### src/sfwg_regs.vh
// Purpose: constants for the serial flash write guard
// Assumes: 21-bit byte address, 32 sectors of 64KB
// Notes:   included by both design files
`ifndef SFWG_REGS_VH
`define SFWG_REGS_VH
`define SFWG_ADDR_W      21
`define SFWG_TOP_ADDR    21'h1FFFFF
`define SFWG_SECT_MSB    20
`define SFWG_SECT_LSB    16
`define SFWG_SUB32_LSB   15
`define SFWG_SUB4_LSB    12
`define SFWG_PAGE_LSB    8
`define SFWG_NUM_SECT    32
`define SFWG_OTP_W       6
`define SFWG_OTP_BYTES   64
// command codes on cmd_op
`define SFWG_OP_NONE     3'h0
`define SFWG_OP_PROG     3'h1
`define SFWG_OP_ERASE4   3'h2
`define SFWG_OP_ERASE32  3'h3
`define SFWG_OP_ERASE64  3'h4
`define SFWG_OP_BULK     3'h5
`define SFWG_OP_LOCKWR   3'h6
`define SFWG_OP_OTPPROG  3'h7
// refusal reasons on result_code
`define SFWG_RES_OK      3'h0
`define SFWG_RES_PARTIAL 3'h1
`define SFWG_RES_NOWEL   3'h2
`define SFWG_RES_LOCK    3'h3
`define SFWG_RES_BP      3'h4
`define SFWG_RES_FROZEN  3'h5
`define SFWG_RES_BADOP   3'h6
`endif

### src/sfwg_lock_mem.v
// Purpose: per-sector write-lock and lock-down bits
// Assumes: one clock, synchronous active-high reset
// Notes:   read data is registered; reset clears both bits of every sector
`timescale 1ns/1ps
`include "sfwg_regs.vh"
module sfwg_lock_mem #(
   parameter NSECT = `SFWG_NUM_SECT,
   parameter AW    = 5
) (
   input  wire          clk,
   input  wire          rst,
   input  wire [AW-1:0] rd_sect,
   output reg           rd_wlock,
   output reg           rd_ldown,
   input  wire          wr_en,
   input  wire [AW-1:0] wr_sect,
   input  wire          wr_wlock,
   input  wire          wr_ldown,
   output reg  [NSECT-1:0] wlock_vec
);
   reg [NSECT-1:0] ldown_reg;
   integer i;

   // storage; reset or power cycle is the only way out of lock-down
   always @(posedge clk) begin
      if (rst) begin
         wlock_vec <= {NSECT{1'b0}};
         ldown_reg <= {NSECT{1'b0}};
         rd_wlock  <= 1'b0;
         rd_ldown  <= 1'b0;
      end else begin
         for (i = 0; i < NSECT; i = i + 1) begin
            if (wr_en && (wr_sect == i[AW-1:0]) && !ldown_reg[i]) begin
               wlock_vec[i] <= wr_wlock;
               ldown_reg[i] <= wr_ldown;
            end
         end
         rd_wlock <= wlock_vec[rd_sect];
         rd_ldown <= ldown_reg[rd_sect];
      end
   end
endmodule

### src/sfwg_guard.v
// Purpose: write permission and address decode for a 16-Mbit serial NOR flash
// Assumes: a protocol engine presents one decoded command per cmd_valid pulse
// Notes:   array contents live elsewhere; this block only grants or refuses
`timescale 1ns/1ps
`include "sfwg_regs.vh"
module sfwg_guard #(
   parameter NSECT = `SFWG_NUM_SECT
) (
   input  wire        clk,
   input  wire        rst,
   input  wire        cmd_valid,
   input  wire [2:0]  cmd_op,
   input  wire [20:0] cmd_addr,
   input  wire [15:0] cmd_clk_count,
   input  wire [7:0]  cmd_data,
   input  wire        cmd_lock_wlock,
   input  wire        cmd_lock_ldown,
   input  wire        wel,
   input  wire [2:0]  protect_level_field,
   input  wire        top_bottom,
   input  wire        write_protect_n,
   output reg         grant_valid,
   output reg         grant_ok,
   output reg  [2:0]  result_code,
   output reg  [2:0]  grant_op,
   output reg  [20:0] grant_start,
   output reg  [20:0] grant_end,
   output reg  [7:0]  grant_and_mask,
   output reg  [5:0]  grant_otp_addr,
   output reg  [4:0]  grant_sector,
   output reg  [5:0]  grant_sub32,
   output reg  [8:0]  grant_sub4,
   output reg  [12:0] grant_page,
   output reg         wel_clear,
   output reg         wp_level_sync,
   output reg  [NSECT-1:0] sector_wlock
);
   // sequencer states; the middle state only waits out the registered lock read
   localparam ST_IDLE  = 2'h0;
   localparam ST_LOOK  = 2'h1;
   localparam ST_DEC   = 2'h2;

   // command fields are frozen at the taking edge, so a host that moves them
   // early cannot change a decision already under way
   reg [1:0]  state_reg;
   reg [2:0]  op_reg;
   reg [20:0] addr_reg;
   reg        whole_reg;
   reg        wel_reg;
   reg [7:0]  data_reg;
   reg        lw_reg;
   reg        ld_reg;
   reg        wp_s1_reg;
   reg        wp_s2_reg;
   reg        wp_s3_reg;
   reg        wp_act_reg;

   // only the lock-down bit is read per sector; write-lock comes from the
   // full vector because bulk erase has to see every sector at once
   wire          rd_ldown;
   wire [NSECT-1:0] wlock_vec;
   reg           lock_wr_en;

   // protect-level decode: is sector s inside the protect-bit region
   function bp_hit;
      input [4:0] s;
      input [2:0] lvl;
      input       tb;
      reg   [4:0] e;
      begin
         e = tb ? s : ~s;   // distance from the guarded end
         case (lvl)
            3'h0:    bp_hit = 1'b0;
            3'h1:    bp_hit = (e < 5'h01);
            3'h2:    bp_hit = (e < 5'h02);
            3'h3:    bp_hit = (e < 5'h04);
            3'h4:    bp_hit = (e < 5'h08);
            3'h5:    bp_hit = (e < 5'h10);
            default: bp_hit = 1'b1;
         endcase
      end
   endfunction

   // any protected sector inside an inclusive sector span
   function span_prot;
      input [4:0]       lo;
      input [4:0]       hi;
      input [NSECT-1:0] wl;
      input [2:0]       lvl;
      input             tb;
      integer k;
      begin
         span_prot = 1'b0;
         for (k = 0; k < NSECT; k = k + 1) begin
            if ((k >= lo) && (k <= hi) && (wl[k] || bp_hit(k[4:0], lvl, tb)))
               span_prot = 1'b1;
         end
      end
   endfunction

   sfwg_lock_mem #(
      .NSECT (NSECT),
      .AW    (5)
   ) u_lock (
      .clk       (clk),
      .rst       (rst),
      .rd_sect   (addr_reg[`SFWG_SECT_MSB:`SFWG_SECT_LSB]),
      .rd_wlock  (),
      .rd_ldown  (rd_ldown),
      .wr_en     (lock_wr_en),
      .wr_sect   (addr_reg[`SFWG_SECT_MSB:`SFWG_SECT_LSB]),
      .wr_wlock  (lw_reg),
      .wr_ldown  (ld_reg),
      .wlock_vec (wlock_vec)
   );

   // protect pin sync: three stages, act when stages two and three agree
   // stages reset to the idle pin level so no false protect edge follows reset
   always @(posedge clk) begin
      if (rst) begin
         wp_s1_reg  <= 1'b1;
         wp_s2_reg  <= 1'b1;
         wp_s3_reg  <= 1'b1;
         wp_act_reg <= 1'b0;
      end else begin
         wp_s1_reg <= write_protect_n;
         wp_s2_reg <= wp_s1_reg;
         wp_s3_reg <= wp_s2_reg;
         if (wp_s2_reg == wp_s3_reg)
            wp_act_reg <= ~wp_s3_reg;
      end
   end

   // span of the target, by erase granularity
   // a program spans its whole page even when fewer bytes are sent
   reg [20:0] span_lo;
   reg [20:0] span_hi;
   reg        op_legal;
   always @* begin
      span_lo  = addr_reg;
      span_hi  = addr_reg;
      op_legal = 1'b1;
      case (op_reg)
         `SFWG_OP_PROG: begin   // page-wide window
            span_lo = {addr_reg[20:`SFWG_PAGE_LSB], 8'h00};
            span_hi = {addr_reg[20:`SFWG_PAGE_LSB], 8'hFF};
         end
         `SFWG_OP_ERASE4: begin
            span_lo = {addr_reg[20:`SFWG_SUB4_LSB], 12'h000};
            span_hi = {addr_reg[20:`SFWG_SUB4_LSB], 12'hFFF};
         end
         `SFWG_OP_ERASE32: begin
            span_lo = {addr_reg[20:`SFWG_SUB32_LSB], 15'h0000};
            span_hi = {addr_reg[20:`SFWG_SUB32_LSB], 15'h7FFF};
         end
         `SFWG_OP_ERASE64: begin
            span_lo = {addr_reg[20:`SFWG_SECT_LSB], 16'h0000};
            span_hi = {addr_reg[20:`SFWG_SECT_LSB], 16'hFFFF};
         end
         `SFWG_OP_BULK: begin
            span_lo = 21'h000000;
            span_hi = `SFWG_TOP_ADDR;
         end
         `SFWG_OP_LOCKWR: begin
            span_lo = addr_reg;
         end
         `SFWG_OP_OTPPROG: begin   // never touches array addresses
            span_lo = addr_reg;
         end
         default: op_legal = 1'b0;
      endcase
   end

   // protection verdict for the span; protect-bit region is enforced only
   // while the protect pin is active, lock bits always
   wire [2:0] eff_lvl = wp_act_reg ? protect_level_field : 3'h0;
   wire       is_array = (op_reg != `SFWG_OP_LOCKWR) && (op_reg != `SFWG_OP_OTPPROG);
   // sector numbers at both ends of the span
   wire [4:0] sect_lo  = span_lo[`SFWG_SECT_MSB:`SFWG_SECT_LSB];
   wire [4:0] sect_hi  = span_hi[`SFWG_SECT_MSB:`SFWG_SECT_LSB];
   // write-lock and protect level are judged apart so the refusal code says
   // which one stopped the command
   wire       hit_lock = is_array &&
              span_prot(sect_lo, sect_hi, wlock_vec, 3'h0, top_bottom);
   wire       hit_bp   = is_array &&
              span_prot(sect_lo, sect_hi, {NSECT{1'b0}}, eff_lvl, top_bottom);

   // command sequencer: capture, lock lookup, decide
   reg [2:0] res_next;
   always @* begin
      if (!whole_reg)
         res_next = `SFWG_RES_PARTIAL;
      else if (!op_legal)
         res_next = `SFWG_RES_BADOP;
      else if (!wel_reg)
         res_next = `SFWG_RES_NOWEL;
      else if (op_reg == `SFWG_OP_LOCKWR && rd_ldown)
         res_next = `SFWG_RES_FROZEN;
      else if (hit_lock)
         res_next = `SFWG_RES_LOCK;
      else if (hit_bp)
         res_next = `SFWG_RES_BP;
      else
         res_next = `SFWG_RES_OK;
   end

   always @(posedge clk) begin
      if (rst) begin
         state_reg      <= ST_IDLE;
         op_reg         <= `SFWG_OP_NONE;
         addr_reg       <= 21'h000000;
         whole_reg      <= 1'b0;
         wel_reg        <= 1'b0;
         data_reg       <= 8'hFF;
         lw_reg         <= 1'b0;
         ld_reg         <= 1'b0;
         lock_wr_en     <= 1'b0;
         grant_valid    <= 1'b0;
         grant_ok       <= 1'b0;
         result_code    <= `SFWG_RES_OK;
         grant_op       <= `SFWG_OP_NONE;
         grant_start    <= 21'h000000;
         grant_end      <= 21'h000000;
         grant_and_mask <= 8'hFF;
         grant_otp_addr <= 6'h00;
         grant_sector   <= 5'h00;
         grant_sub32    <= 6'h00;
         grant_sub4     <= 9'h000;
         grant_page     <= 13'h0000;
         wel_clear      <= 1'b0;
      end else begin
         grant_valid <= 1'b0;
         wel_clear   <= 1'b0;
         lock_wr_en  <= 1'b0;
         case (state_reg)
            ST_IDLE: begin
               if (cmd_valid) begin
                  op_reg    <= cmd_op;
                  addr_reg  <= cmd_addr;
                  whole_reg <= (cmd_clk_count[2:0] == 3'h0);   // whole bytes
                  wel_reg   <= wel;
                  data_reg  <= cmd_data;
                  lw_reg    <= cmd_lock_wlock;
                  ld_reg    <= cmd_lock_ldown;
                  state_reg <= ST_LOOK;
               end
            end
            ST_LOOK: begin
               state_reg <= ST_DEC;   // lock read data is registered
            end
            ST_DEC: begin
               grant_valid    <= 1'b1;
               grant_ok       <= (res_next == `SFWG_RES_OK);
               result_code    <= res_next;
               grant_op       <= op_reg;
               grant_start    <= span_lo;
               grant_end      <= span_hi;
               grant_and_mask <= data_reg;   // array ANDs, never sets a bit
               grant_otp_addr <= addr_reg[`SFWG_OTP_W-1:0];
               grant_sector   <= addr_reg[`SFWG_SECT_MSB:`SFWG_SECT_LSB];
               grant_sub32    <= addr_reg[`SFWG_SECT_MSB:`SFWG_SUB32_LSB];
               grant_sub4     <= addr_reg[`SFWG_SECT_MSB:`SFWG_SUB4_LSB];
               grant_page     <= addr_reg[`SFWG_SECT_MSB:`SFWG_PAGE_LSB];
               lock_wr_en     <= (op_reg == `SFWG_OP_LOCKWR) &&
                                 (res_next == `SFWG_RES_OK);
               // latch clears after any whole-byte modifying command, as usual
               wel_clear      <= whole_reg && op_legal && wel_reg;
               state_reg      <= ST_IDLE;
            end
            default: state_reg <= ST_IDLE;
         endcase
      end
   end

   // status copies; they trail the live state by one cycle, so a lock write
   // shows on sector_wlock two edges after its decision pulse
   always @(posedge clk) begin
      if (rst) begin
         wp_level_sync <= 1'b0;
         sector_wlock  <= {NSECT{1'b0}};
      end else begin
         wp_level_sync <= wp_act_reg;
         sector_wlock  <= wlock_vec;
      end
   end
endmodule

### config.mk
export PLATFORM = sky130hd
export DESIGN_NAME = sfwg_guard
export DESIGN_NICKNAME = d
export VERILOG_FILES = /design/src/sfwg_lock_mem.v /design/src/sfwg_guard.v
export VERILOG_INCLUDE_DIRS = /design/src
export SDC_FILE = /design/constraint.sdc
export NUM_CORES = 1
export LEC_CHECK = 0
export BUFFER_PORTS_ARGS = -buffer_cell sky130_fd_sc_hd__buf_4
export CORE_MARGIN = 2
export CORE_UTILIZATION = 53
export CTS_BUF_LIST = sky130_fd_sc_hd__clkbuf_4
export DETAILED_ROUTE_END_ITERATION = 6
export PLACE_DENSITY = 0.8
export SETUP_SLACK_MARGIN = 0.1
export SLEW_MARGIN = 20
export SYNTH_ARGS = -nofsm -noshare
export SYNTH_HDL_FRONTEND = slang
export SYNTH_HIERARCHICAL = 1
export SYNTH_SLANG_ARGS = --single-unit
### constraint.sdc
create_clock -name clk -period 5.5 [get_ports clk]
set_clock_uncertainty 0.05 [all_clocks]
set_input_delay 0.55 -clock clk [delete_from_list [all_inputs] [get_ports clk]]
set_output_delay 0.55 -clock clk [all_outputs]
set_load 0.02 [all_outputs]
==> results of run 1 <==
[cell type report]
type / count / area, um2
Antenna cell: 1 / 2.50
Clock buffer: 74 / 556
Clock inverter: 21 / 139
Fill cell: 1391 / 5750
Inverter: 7 / 26.3
Multi-Input combinational cell: 704 / 3940
Sequential cell: 219 / 4390
Tap cell: 220 / 275
Timing Repair Buffer: 185 / 1390
[per-stage QoR]
step	std cells	hold WS, ns	setup WS, ns
3_5_place_dp	1335	0.363	2.55
2_1_floorplan	1035	0.339	3.41
3_3_place_gp	1335	0.344	2.59
6_report	1431	0.0372	2.44
5_1_grt	1431	0.00910	2.26
4_1_cts	1430	0.00383	2.52
[how the worst max path moves through the flow]
| stage | startpoint | endpoint | slack (ns) | cells after the start |
|---|---|---|---|---|
| after floorplan | addr_reg[16] | result_code[2] | 3.41 | 8 |
| after global placement | addr_reg[19] | grant_ok | 2.59 | 7 |
| after detailed placement | addr_reg[19] | grant_ok | 2.55 | 7 |
| after CTS | addr_reg[19] | grant_ok | 2.52 | 7 |
| after global routing | addr_reg[19] | grant_ok | 2.26 | 7 |
| final | addr_reg[19] | grant_ok | 2.44 | 7 |
[cell usage in the layout, fill, tap and decap left out, types with 3 or more instances in the layout]
cell / instances
a211oi_1: 4
a21o_1: 3
a21oi_1: 101
a22oi_1: 12
a311oi_1: 4
a31oi_1: 4
a32oi_1: 3
and3_1: 3
buf_4: 184
clkbuf_4: 74
clkinv_1: 15
dfxtp_1: 218
inv_1: 6
mux2_2: 5
mux2i_1: 37
mux4_1: 4
mux4_2: 3
nand2_1: 158
nand2b_1: 4
nand3_1: 19
nand3b_1: 23
nand4_1: 4
nor2_1: 139
nor2b_1: 37
nor3_1: 33
nor4_1: 39
o21ai_0: 7
o22ai_1: 4
or2_2: 6
or3_1: 4
[metal layers]
layer,vias up,global-route usage (%)
met2,394,38.9
met3,66,7.27
met5,-,0
met4,0,10.6
li1,3839,-
met1,3621,33.6
[power groups by stage]
stage,registers [mW],logic (mW),clock network (mW)
final,1.65,0.248,1.35
after global placement,1.69,0.242,0
after floorplan,1.69,0.159,0
after global routing,1.66,0.272,1.47
after CTS,1.65,0.247,1.38
after detailed placement,1.69,0.246,0
[worst max-delay path: stages (launching register included)]
cell and delay, ns:
dfxtp_1 1.04, and2b_4 0.32, a31o_1 0.22, a22o_1 0.23, nor4_2 0.41, nand2_1 0.13
o31ai_1 0.39, o31ai_1 0.13
==> impl_metrics.tcl, run 1 <==
set metrics [dict create \
    status "complete, no violations" \
    postCtsSetupBuffers 0 \
    cp.arrival_ns 3.54 \
    gp_congestion 0.934 \
    wire_per_inst_um 16.1 \
    drtIter0Drc 692 \
    finalHoldViolations 0 \
    met1_length_um 9640 \
    synthesis.nets 1094 \
    wl_met2_um 10300 \
    io_buffers 176 \
    reg2reg_to "grant_ok" \
    cts_buffers 55 \
    setup_viol 0 \
    std_cell_rows 47 \
    ff2ff_path_depth 7 \
    clk_pin_slew_worst_paths_ns 0.06 \
    cts_root_buf "clkbuf_4" \
    crit_fanout 31 \
    rsz0062_at_grt "no" \
    place_area_mm2 0.0100 \
    relSlewSlack_pct 27.0 \
    r2r_slack_ns 2.44 \
    drtPass1Iterations 5 \
    p_leak_nw 4.31 \
    syn_area_per_cell_um2 8.56 \
    place_hpwl_um 15000 \
    p_int_mw 2.43 \
    power.density_mw_per_mm2 303 \
    cts_tree "built" \
    switchingPower_uw 822 \
    cap_violations 0 \
    initial_core_util_pct 53.8 \
    hold_depth 2 \
    cts_max_level 2 \
    setup_tns_ns 0 \
    report.power.total_mw 3.25 \
    peakVddDrop_uv 188 \
    hold_end "wp_s1_reg" \
    first_global_vias 7298 \
    cts_sinks 219 \
    clk_latency_ns 0.66 \
    end_kind "register" \
    ioPinCount 190 \
    clockBufferDepth 3 \
    postLayoutCellArea_mm2 0.0107 \
    critPathLaunchType "register" \
    drc_errors 0 \
    core-area_mm2 0.0165 \
    dieArea_mm2 0.0178 \
    tightest_slew_ns 1.09 \
    pwr-share-clk_pct 41.5 \
    netlist_instances 1035 \
    seqPwrFrac_pct 50.9 \
    grt_start_max_net_pins 139 \
    grt_pass1_wl_um 37000 \
    grtUsageTotal_pct 25.4 \
    r2r_start "addr_reg[19]" \
    syn_to_final_growth_pct 21.0 \
    ys_warn_count 6 \
    power.share.switching_pct 25.3 \
    grt_overflow_total 0 \
    syn_area_mm2 0.00886 \
    highest_layer "met4" \
    drive_gt1_share_pct 23.9 \
    hp-start "write_protect_n" \
    post-route-util_pct 65.1 \
    comb_power_share_pct 7.6 \
    fp.dieH_um 133 \
    dr_wl_met3_um 2290 \
    fmax_mhz 326 \
    fin_nets 1231 \
    period_needed_ns 3.06 \
    postCtsResizedCells 0 \
    period_share_pct 55.7 \
    crit_required_ns 5.98 \
    drt-total-wl_um 23100 \
    vias 7920 \
    critical_path_class "reg2reg" \
    drv_slew 0 \
    hold_path.class "in2reg" \
    ant_nets 0 \
    vias_per_cell 5.53 \
    antenna_found_initial 1 \
    ctsHoldBuffers 0 \
    die_w_um 133 \
]
Power figures use the tool's default switching activity.
==> inputs of run 2 (changes only) <==
==> constraint.sdc (replaced) <==
create_clock -name clk -period 3 [get_ports clk]
set_clock_uncertainty 0.05 [all_clocks]
set_input_delay 0.3 -clock clk [delete_from_list [all_inputs] [get_ports clk]]
set_output_delay 0.3 -clock clk [all_outputs]
set_load 0.02 [all_outputs]
==> impl_metrics.tcl, run 2 (synthesis gave the netlist of run 1 again) <==
set metrics [dict create \
    setup_viol 0 \
    drtPass1Iterations 5 \
    first_global_vias 7742 \
    drt-total-wl_um 24700 \
    crit_required_ns 3.51 \
    critPathMaxStageDelay_ns 0.61 \
    cts_max_level 2 \
    std_cell_rows 47 \
    period_needed_ns 2.58 \
    cts_sinks 219 \
    ioPinCount 190 \
    reg2reg_to "grant_ok" \
    relSlewSlack_pct 34.8 \
    ff2ff_path_depth 8 \
    crit_fanout 18 \
    ant_nets 0 \
    hold_path.class "in2reg" \
    fmax_mhz 388 \
    setup_tns_ns 0 \
    critPathLaunchType "register" \
    place_hpwl_um 15700 \
    peakVddDrop_uv 384 \
    period_share_pct 85.9 \
    r2r_slack_ns 0.42 \
    io_buffers 176 \
    final_cell_mix "dfxtp_1 (219), buf_4 (198), nand2_1 (158)" \
    crit_slowest_cell "nor3_1" \
    gp_congestion 0.917 \
    cts_root_buf "clkbuf_4" \
    rsz0062_at_grt "no" \
    crit_buf_inv 1 \
    p_leak_nw 4.55 \
    antenna_found_initial 1 \
    postCtsResizedCells 0 \
    layout_commonest_cell "dfxtp_1" \
    drtIter0Drc 874 \
    report.power.total_mw 6.02 \
    core-area_mm2 0.0165 \
    fin_nets 1284 \
    initial_core_util_pct 53.8 \
    syn_to_final_growth_pct 26.4 \
    status "complete, no violations" \
    vias_per_cell 5.61 \
    ctsHoldBuffers 38 \
    grtUsageTotal_pct 27.2 \
    end_kind "register" \
    die_w_um 133 \
    vias 8299 \
    cap_violations 0 \
    cts_tree "built" \
    finalHoldViolations 0 \
    wire_per_inst_um 16.7 \
    n_fill_cell 1319 \
    crit_path_start "addr_reg[16]" \
    worstPathCellList "buf_4, nor3_1, nand3_1, a31oi_1, o32a_1, a211oi_1, o31ai_1, o31ai_1" \
    grt_start_max_net_pins 130 \
    post-route-util_pct 68.0 \
    hold_depth 4 \
    drc_errors 0 \
    cts_buffers 55 \
    hp-start "cmd_valid" \
    tightest_slew_ns 0.977 \
    hold_end "state_reg[0]" \
    path_delay_family "compound AO/OA/AOI/OAI gates" \
    critical_path_class "reg2reg" \
    clk_pin_slew_worst_paths_ns 0.06 \
    grt_pass1_wl_um 39400 \
    drive_gt1_share_pct 24.3 \
    clockBufferDepth 3 \
    power.density_mw_per_mm2 537 \
    cpMostUsedCell "o31ai_1" \
    clk_latency_ns 0.69 \
    r2r_start "addr_reg[16]" \
    postCtsSetupBuffers 0 \
    drv_slew 0 \
    fp.dieH_um 133 \
    dieArea_mm2 0.0178 \
    cp.arrival_ns 3.08 \
    grt_overflow_total 0 \
]
## run 2: changes by cell type in the layout (fill, tap and decap cells not counted)
cell,before,now
clkinv_4,1,0
bufinv_16,2,1
nor2b_1,37,38
dfxtp_1,218,219
clkinv_1,15,7
buf_4,184,198
nor2b_2,2,1
clkbuf_4,74,79
buf_12,0,1
inv_6,0,1
dlygate4sd3_1,0,38
dfxtp_2,1,0
inv_2,2,1
clkinvlp_4,0,1
## run 2: worst min-delay path, cell delays in order
cell	delay (ns)
buf_4	0.08
nand2_1	0.05
buf_4	0.21
nor2_1	0.10
## run 2: layout make-up
| cell class | count | area [um2] | share of cell area, % |
|---|---|---|---|
| tap | 220 | 275 | 2.46 |
| timing repair buffer | 238 | 1900 | 16.9 |
| clock buffer | 79 | 593 | 5.29 |
| multi-input combinational | 704 | 3940 | 35.2 |
| sequential | 219 | 4380 | 39.1 |
| clock inverter | 12 | 82.6 | 0.737 |
| antenna | 1 | 2.50 | 0.0223 |
| inverter | 7 | 26.3 | 0.235 |
## run 2: metrics by stage
| stage | area, um2 | hold slack [ns] | std cells | worst slack [ns] |
|---|---|---|---|---|
| after floorplan | 8860 | 0.339 | 1035 | 0.906 |
| after global placement | 10100 | 0.344 | 1350 | 0.457 |
| after detailed placement | 10100 | 0.347 | 1350 | 0.461 |
| after CTS | 11200 | 0.00849 | 1479 | 0.493 |
| after global routing | 11200 | 0.0705 | 1480 | 0.275 |
| final | 11200 | 0.0438 | 1480 | 0.423 |
## run 2: worst max path at each step
stage                     endpoint  cells past startpoint
floorplan           result_code[2]                      8
global placement          grant_ok                      8
detailed placement        grant_ok                      8
CTS                       grant_ok                      8
global route              grant_ok                      8
finish                    grant_ok                      8
## run 2: metal layers
metal  track usage, %  share of wire (%)
met1             35.2                 42
met2             43.6                 46
met3             6.74                8.0
met4             11.2                3.6
met5                0                  0
## run 2: where the power goes
part	total, mW	internal [mW]	switching, mW	leakage [nW]
Combinational	0.527	0.213	0.313	2.37
Sequential	3.03	2.97	0.0578	1.77
Clock	2.46	1.29	1.18	0.401
==> inputs of run 3 (changes only) <==
--- a/config.mk
+++ b/config.mk
@@ -6,12 +6,13 @@
 export SDC_FILE = /design/constraint.sdc
 export NUM_CORES = 1
 export LEC_CHECK = 0
+export ABC_AREA = 1
 export BUFFER_PORTS_ARGS = -buffer_cell sky130_fd_sc_hd__buf_4
 export CORE_MARGIN = 2
 export CORE_UTILIZATION = 53
 export CTS_BUF_LIST = sky130_fd_sc_hd__clkbuf_4
 export DETAILED_ROUTE_END_ITERATION = 6
-export PLACE_DENSITY = 0.8
+export PLACE_DENSITY = 0.79
 export SETUP_SLACK_MARGIN = 0.1
 export SLEW_MARGIN = 20
 export SYNTH_ARGS = -nofsm -noshare
==> impl_metrics.tcl, run 3 <==
set metrics [dict create \
    status "complete, no violations" \
    power.density_mw_per_mm2 520 \
    critical_path_class "reg2reg" \
    comb_power_share_pct 12.9 \
    synthesis.nets 1323 \
    n_fill_cell 1505 \
    switchingPower_mw 1.73 \
    fp.dieH_um 138 \
    wire_per_inst_um 16.9 \
    grt_pass1_wl_um 47300 \
    hold_depth 4 \
    crit_slowest_cell "dfxtp_1" \
    drtIter0Drc 834 \
    layout_commonest_cell "nand2_1" \
    cts_max_level 2 \
    netlist_instances 1264 \
    core-area_mm2 0.0178 \
    dieArea_mm2 0.0191 \
    ff2ff_path_depth 19 \
    drive_gt1_share_pct 23.7 \
    grtUsageTotal_pct 30.4 \
    clk_latency_ns 0.68 \
    post-route-util_pct 67.2 \
    p_leak_nw 5.24 \
    drc_errors 0 \
    multiInputGateArea_mm2 0.00418 \
    cpMostUsedCell "nand2_1" \
    met1_length_um 12800 \
    grt_overflow_total 0 \
    setup_tns_ns 0 \
    cp.arrival_ns 3.18 \
    fin_nets 1543 \
    peakVddDrop_uv 297 \
    pwr-share-clk_pct 38.5 \
    seq_area_mm2 0.00438 \
    hold_path.class "in2reg" \
    vias 9349 \
    highest_layer "met4" \
    ant_nets 0 \
    worstPathCellList "inv_2, nand3_4, buf_4, nand3_4, inv_1, o21ai_0, nand2_1, nand3b_1, nor2_1, nor2_1, nor2_1, nand2_1, nand3_1, nand2_1, nand2_1, nand2_1, nand2_1, nand2_1, nor2_1" \
    fmax_mhz 381 \
    die_w_um 138 \
    crit_fanout 16 \
    ioPinCount 190 \
    initial_core_util_pct 53.6 \
    drv_slew 0 \
    end_kind "register" \
    period_needed_ns 2.62 \
    syn_area_per_cell_um2 7.57 \
    final_cell_mix "nand2_1 (303), dfxtp_1 (219), buf_4 (205)" \
    cts_buffers 54 \
    critPathMaxStageDelay_ns 0.40 \
    io_buffers 176 \
    gp_congestion 0.948 \
    syn_area_mm2 0.00956 \
    std_cell_rows 49 \
    power.share.switching_pct 27.8 \
    p_int_mw 4.50 \
    period_share_pct 87.5 \
    setup_viol 0 \
    place_hpwl_um 20400 \
    first_global_vias 9132 \
    tightest_slew_ns 1.05 \
    vias_per_cell 5.35 \
    clk_pin_slew_worst_paths_ns 0.08 \
    cts_root_buf "clkbuf_4" \
    dr_wl_met3_um 1950 \
    drtPass1Iterations 7 \
    critPathLaunchType "register" \
    cap_violations 0 \
    clockBufferDepth 3 \
    drt-total-wl_um 29500 \
    grt_start_max_net_pins 77 \
    finalHoldViolations 0 \
    cts_tree "built" \
    wl_met2_um 13500 \
    relSlewSlack_pct 30.1 \
    postCtsSetupBuffers 0 \
    seqPwrFrac_pct 48.6 \
    rsz0062_at_grt "no" \
    antenna_found_initial 2 \
    ys_warn_count 6 \
    syn_to_final_growth_pct 25.4 \
    cts_sinks 219 \
    crit_required_ns 3.56 \
]
run 3: worst max-delay path: cells and delay by family, from the launching register on:
| kind | cells | cell delay [ns] |
|---|---|---|
| flops | 1 | 0.40 |
| buf+inv | 3 | 0.48 |
| simple gates | 15 | 1.44 |
| compound gates | 1 | 0.20 |
run 3: final timing paths:
| kind | startpoint | end | slack, ns |
|---|---|---|---|
| hold reg to reg | state_reg[1] | state_reg[1] | 0.40 |
| hold / removal | cmd_valid | state_reg[0] | 0.12 |
| setup reg to reg | op_reg[1] | lock_wr_en | 0.38 |
| setup / recovery | op_reg[1] | lock_wr_en | 0.38 |
run 3: repair_timing:
| action | CTS | global route |
|---|---|---|
| hold buffers | 42 | 0 |
| resized for setup | 0 | 2 |
| hold endpoints to repair | 40 | 0 |
| endpoints found under the setup margin | 0 | 3 |
run 3: cell type report:
class / count / share of cell area, %
multi-input combinational: 824 / 34.9
inverter: 138 / 4.34
antenna: 3 / 0.0626
clock inverter: 11 / 0.605
timing repair buffer: 247 / 16.3
tap: 229 / 2.39
sequential: 219 / 36.6
clock buffer: 77 / 4.82
run 3: power by group through the flow:
stage               Combinational (mW)  Clock [mW]  Sequential (mW)
global route                     0.879        2.59             3.03
CTS                              0.786        2.44             3.02
detailed placement               0.738           0             3.09
global placement                 0.734           0             3.09
floorplan                        0.466           0             3.11
finish                           0.806        2.40             3.03
run 3: per-layer routing:
metal	track usage, %	vias up
met3	6.06	90
met2	48.8	382
met4	14.1	0
li1	-	4550
met5	0	-
met1	39.7	4327
run 3: through the flow:
step                      setup WS [ns]  power [mW]  cells  instance area (um2)  hold slack [ns]
after global placement            0.403        3.82   1615                10900            0.343
after CTS                         0.386        6.25   1745                12000           0.0754
final                             0.376        6.23   1748                12000            0.121
after global routing              0.117        6.50   1747                12000            0.140
after floorplan                   0.868        3.58   1264                 9560            0.339
after detailed placement          0.416        3.83   1615                10900            0.355
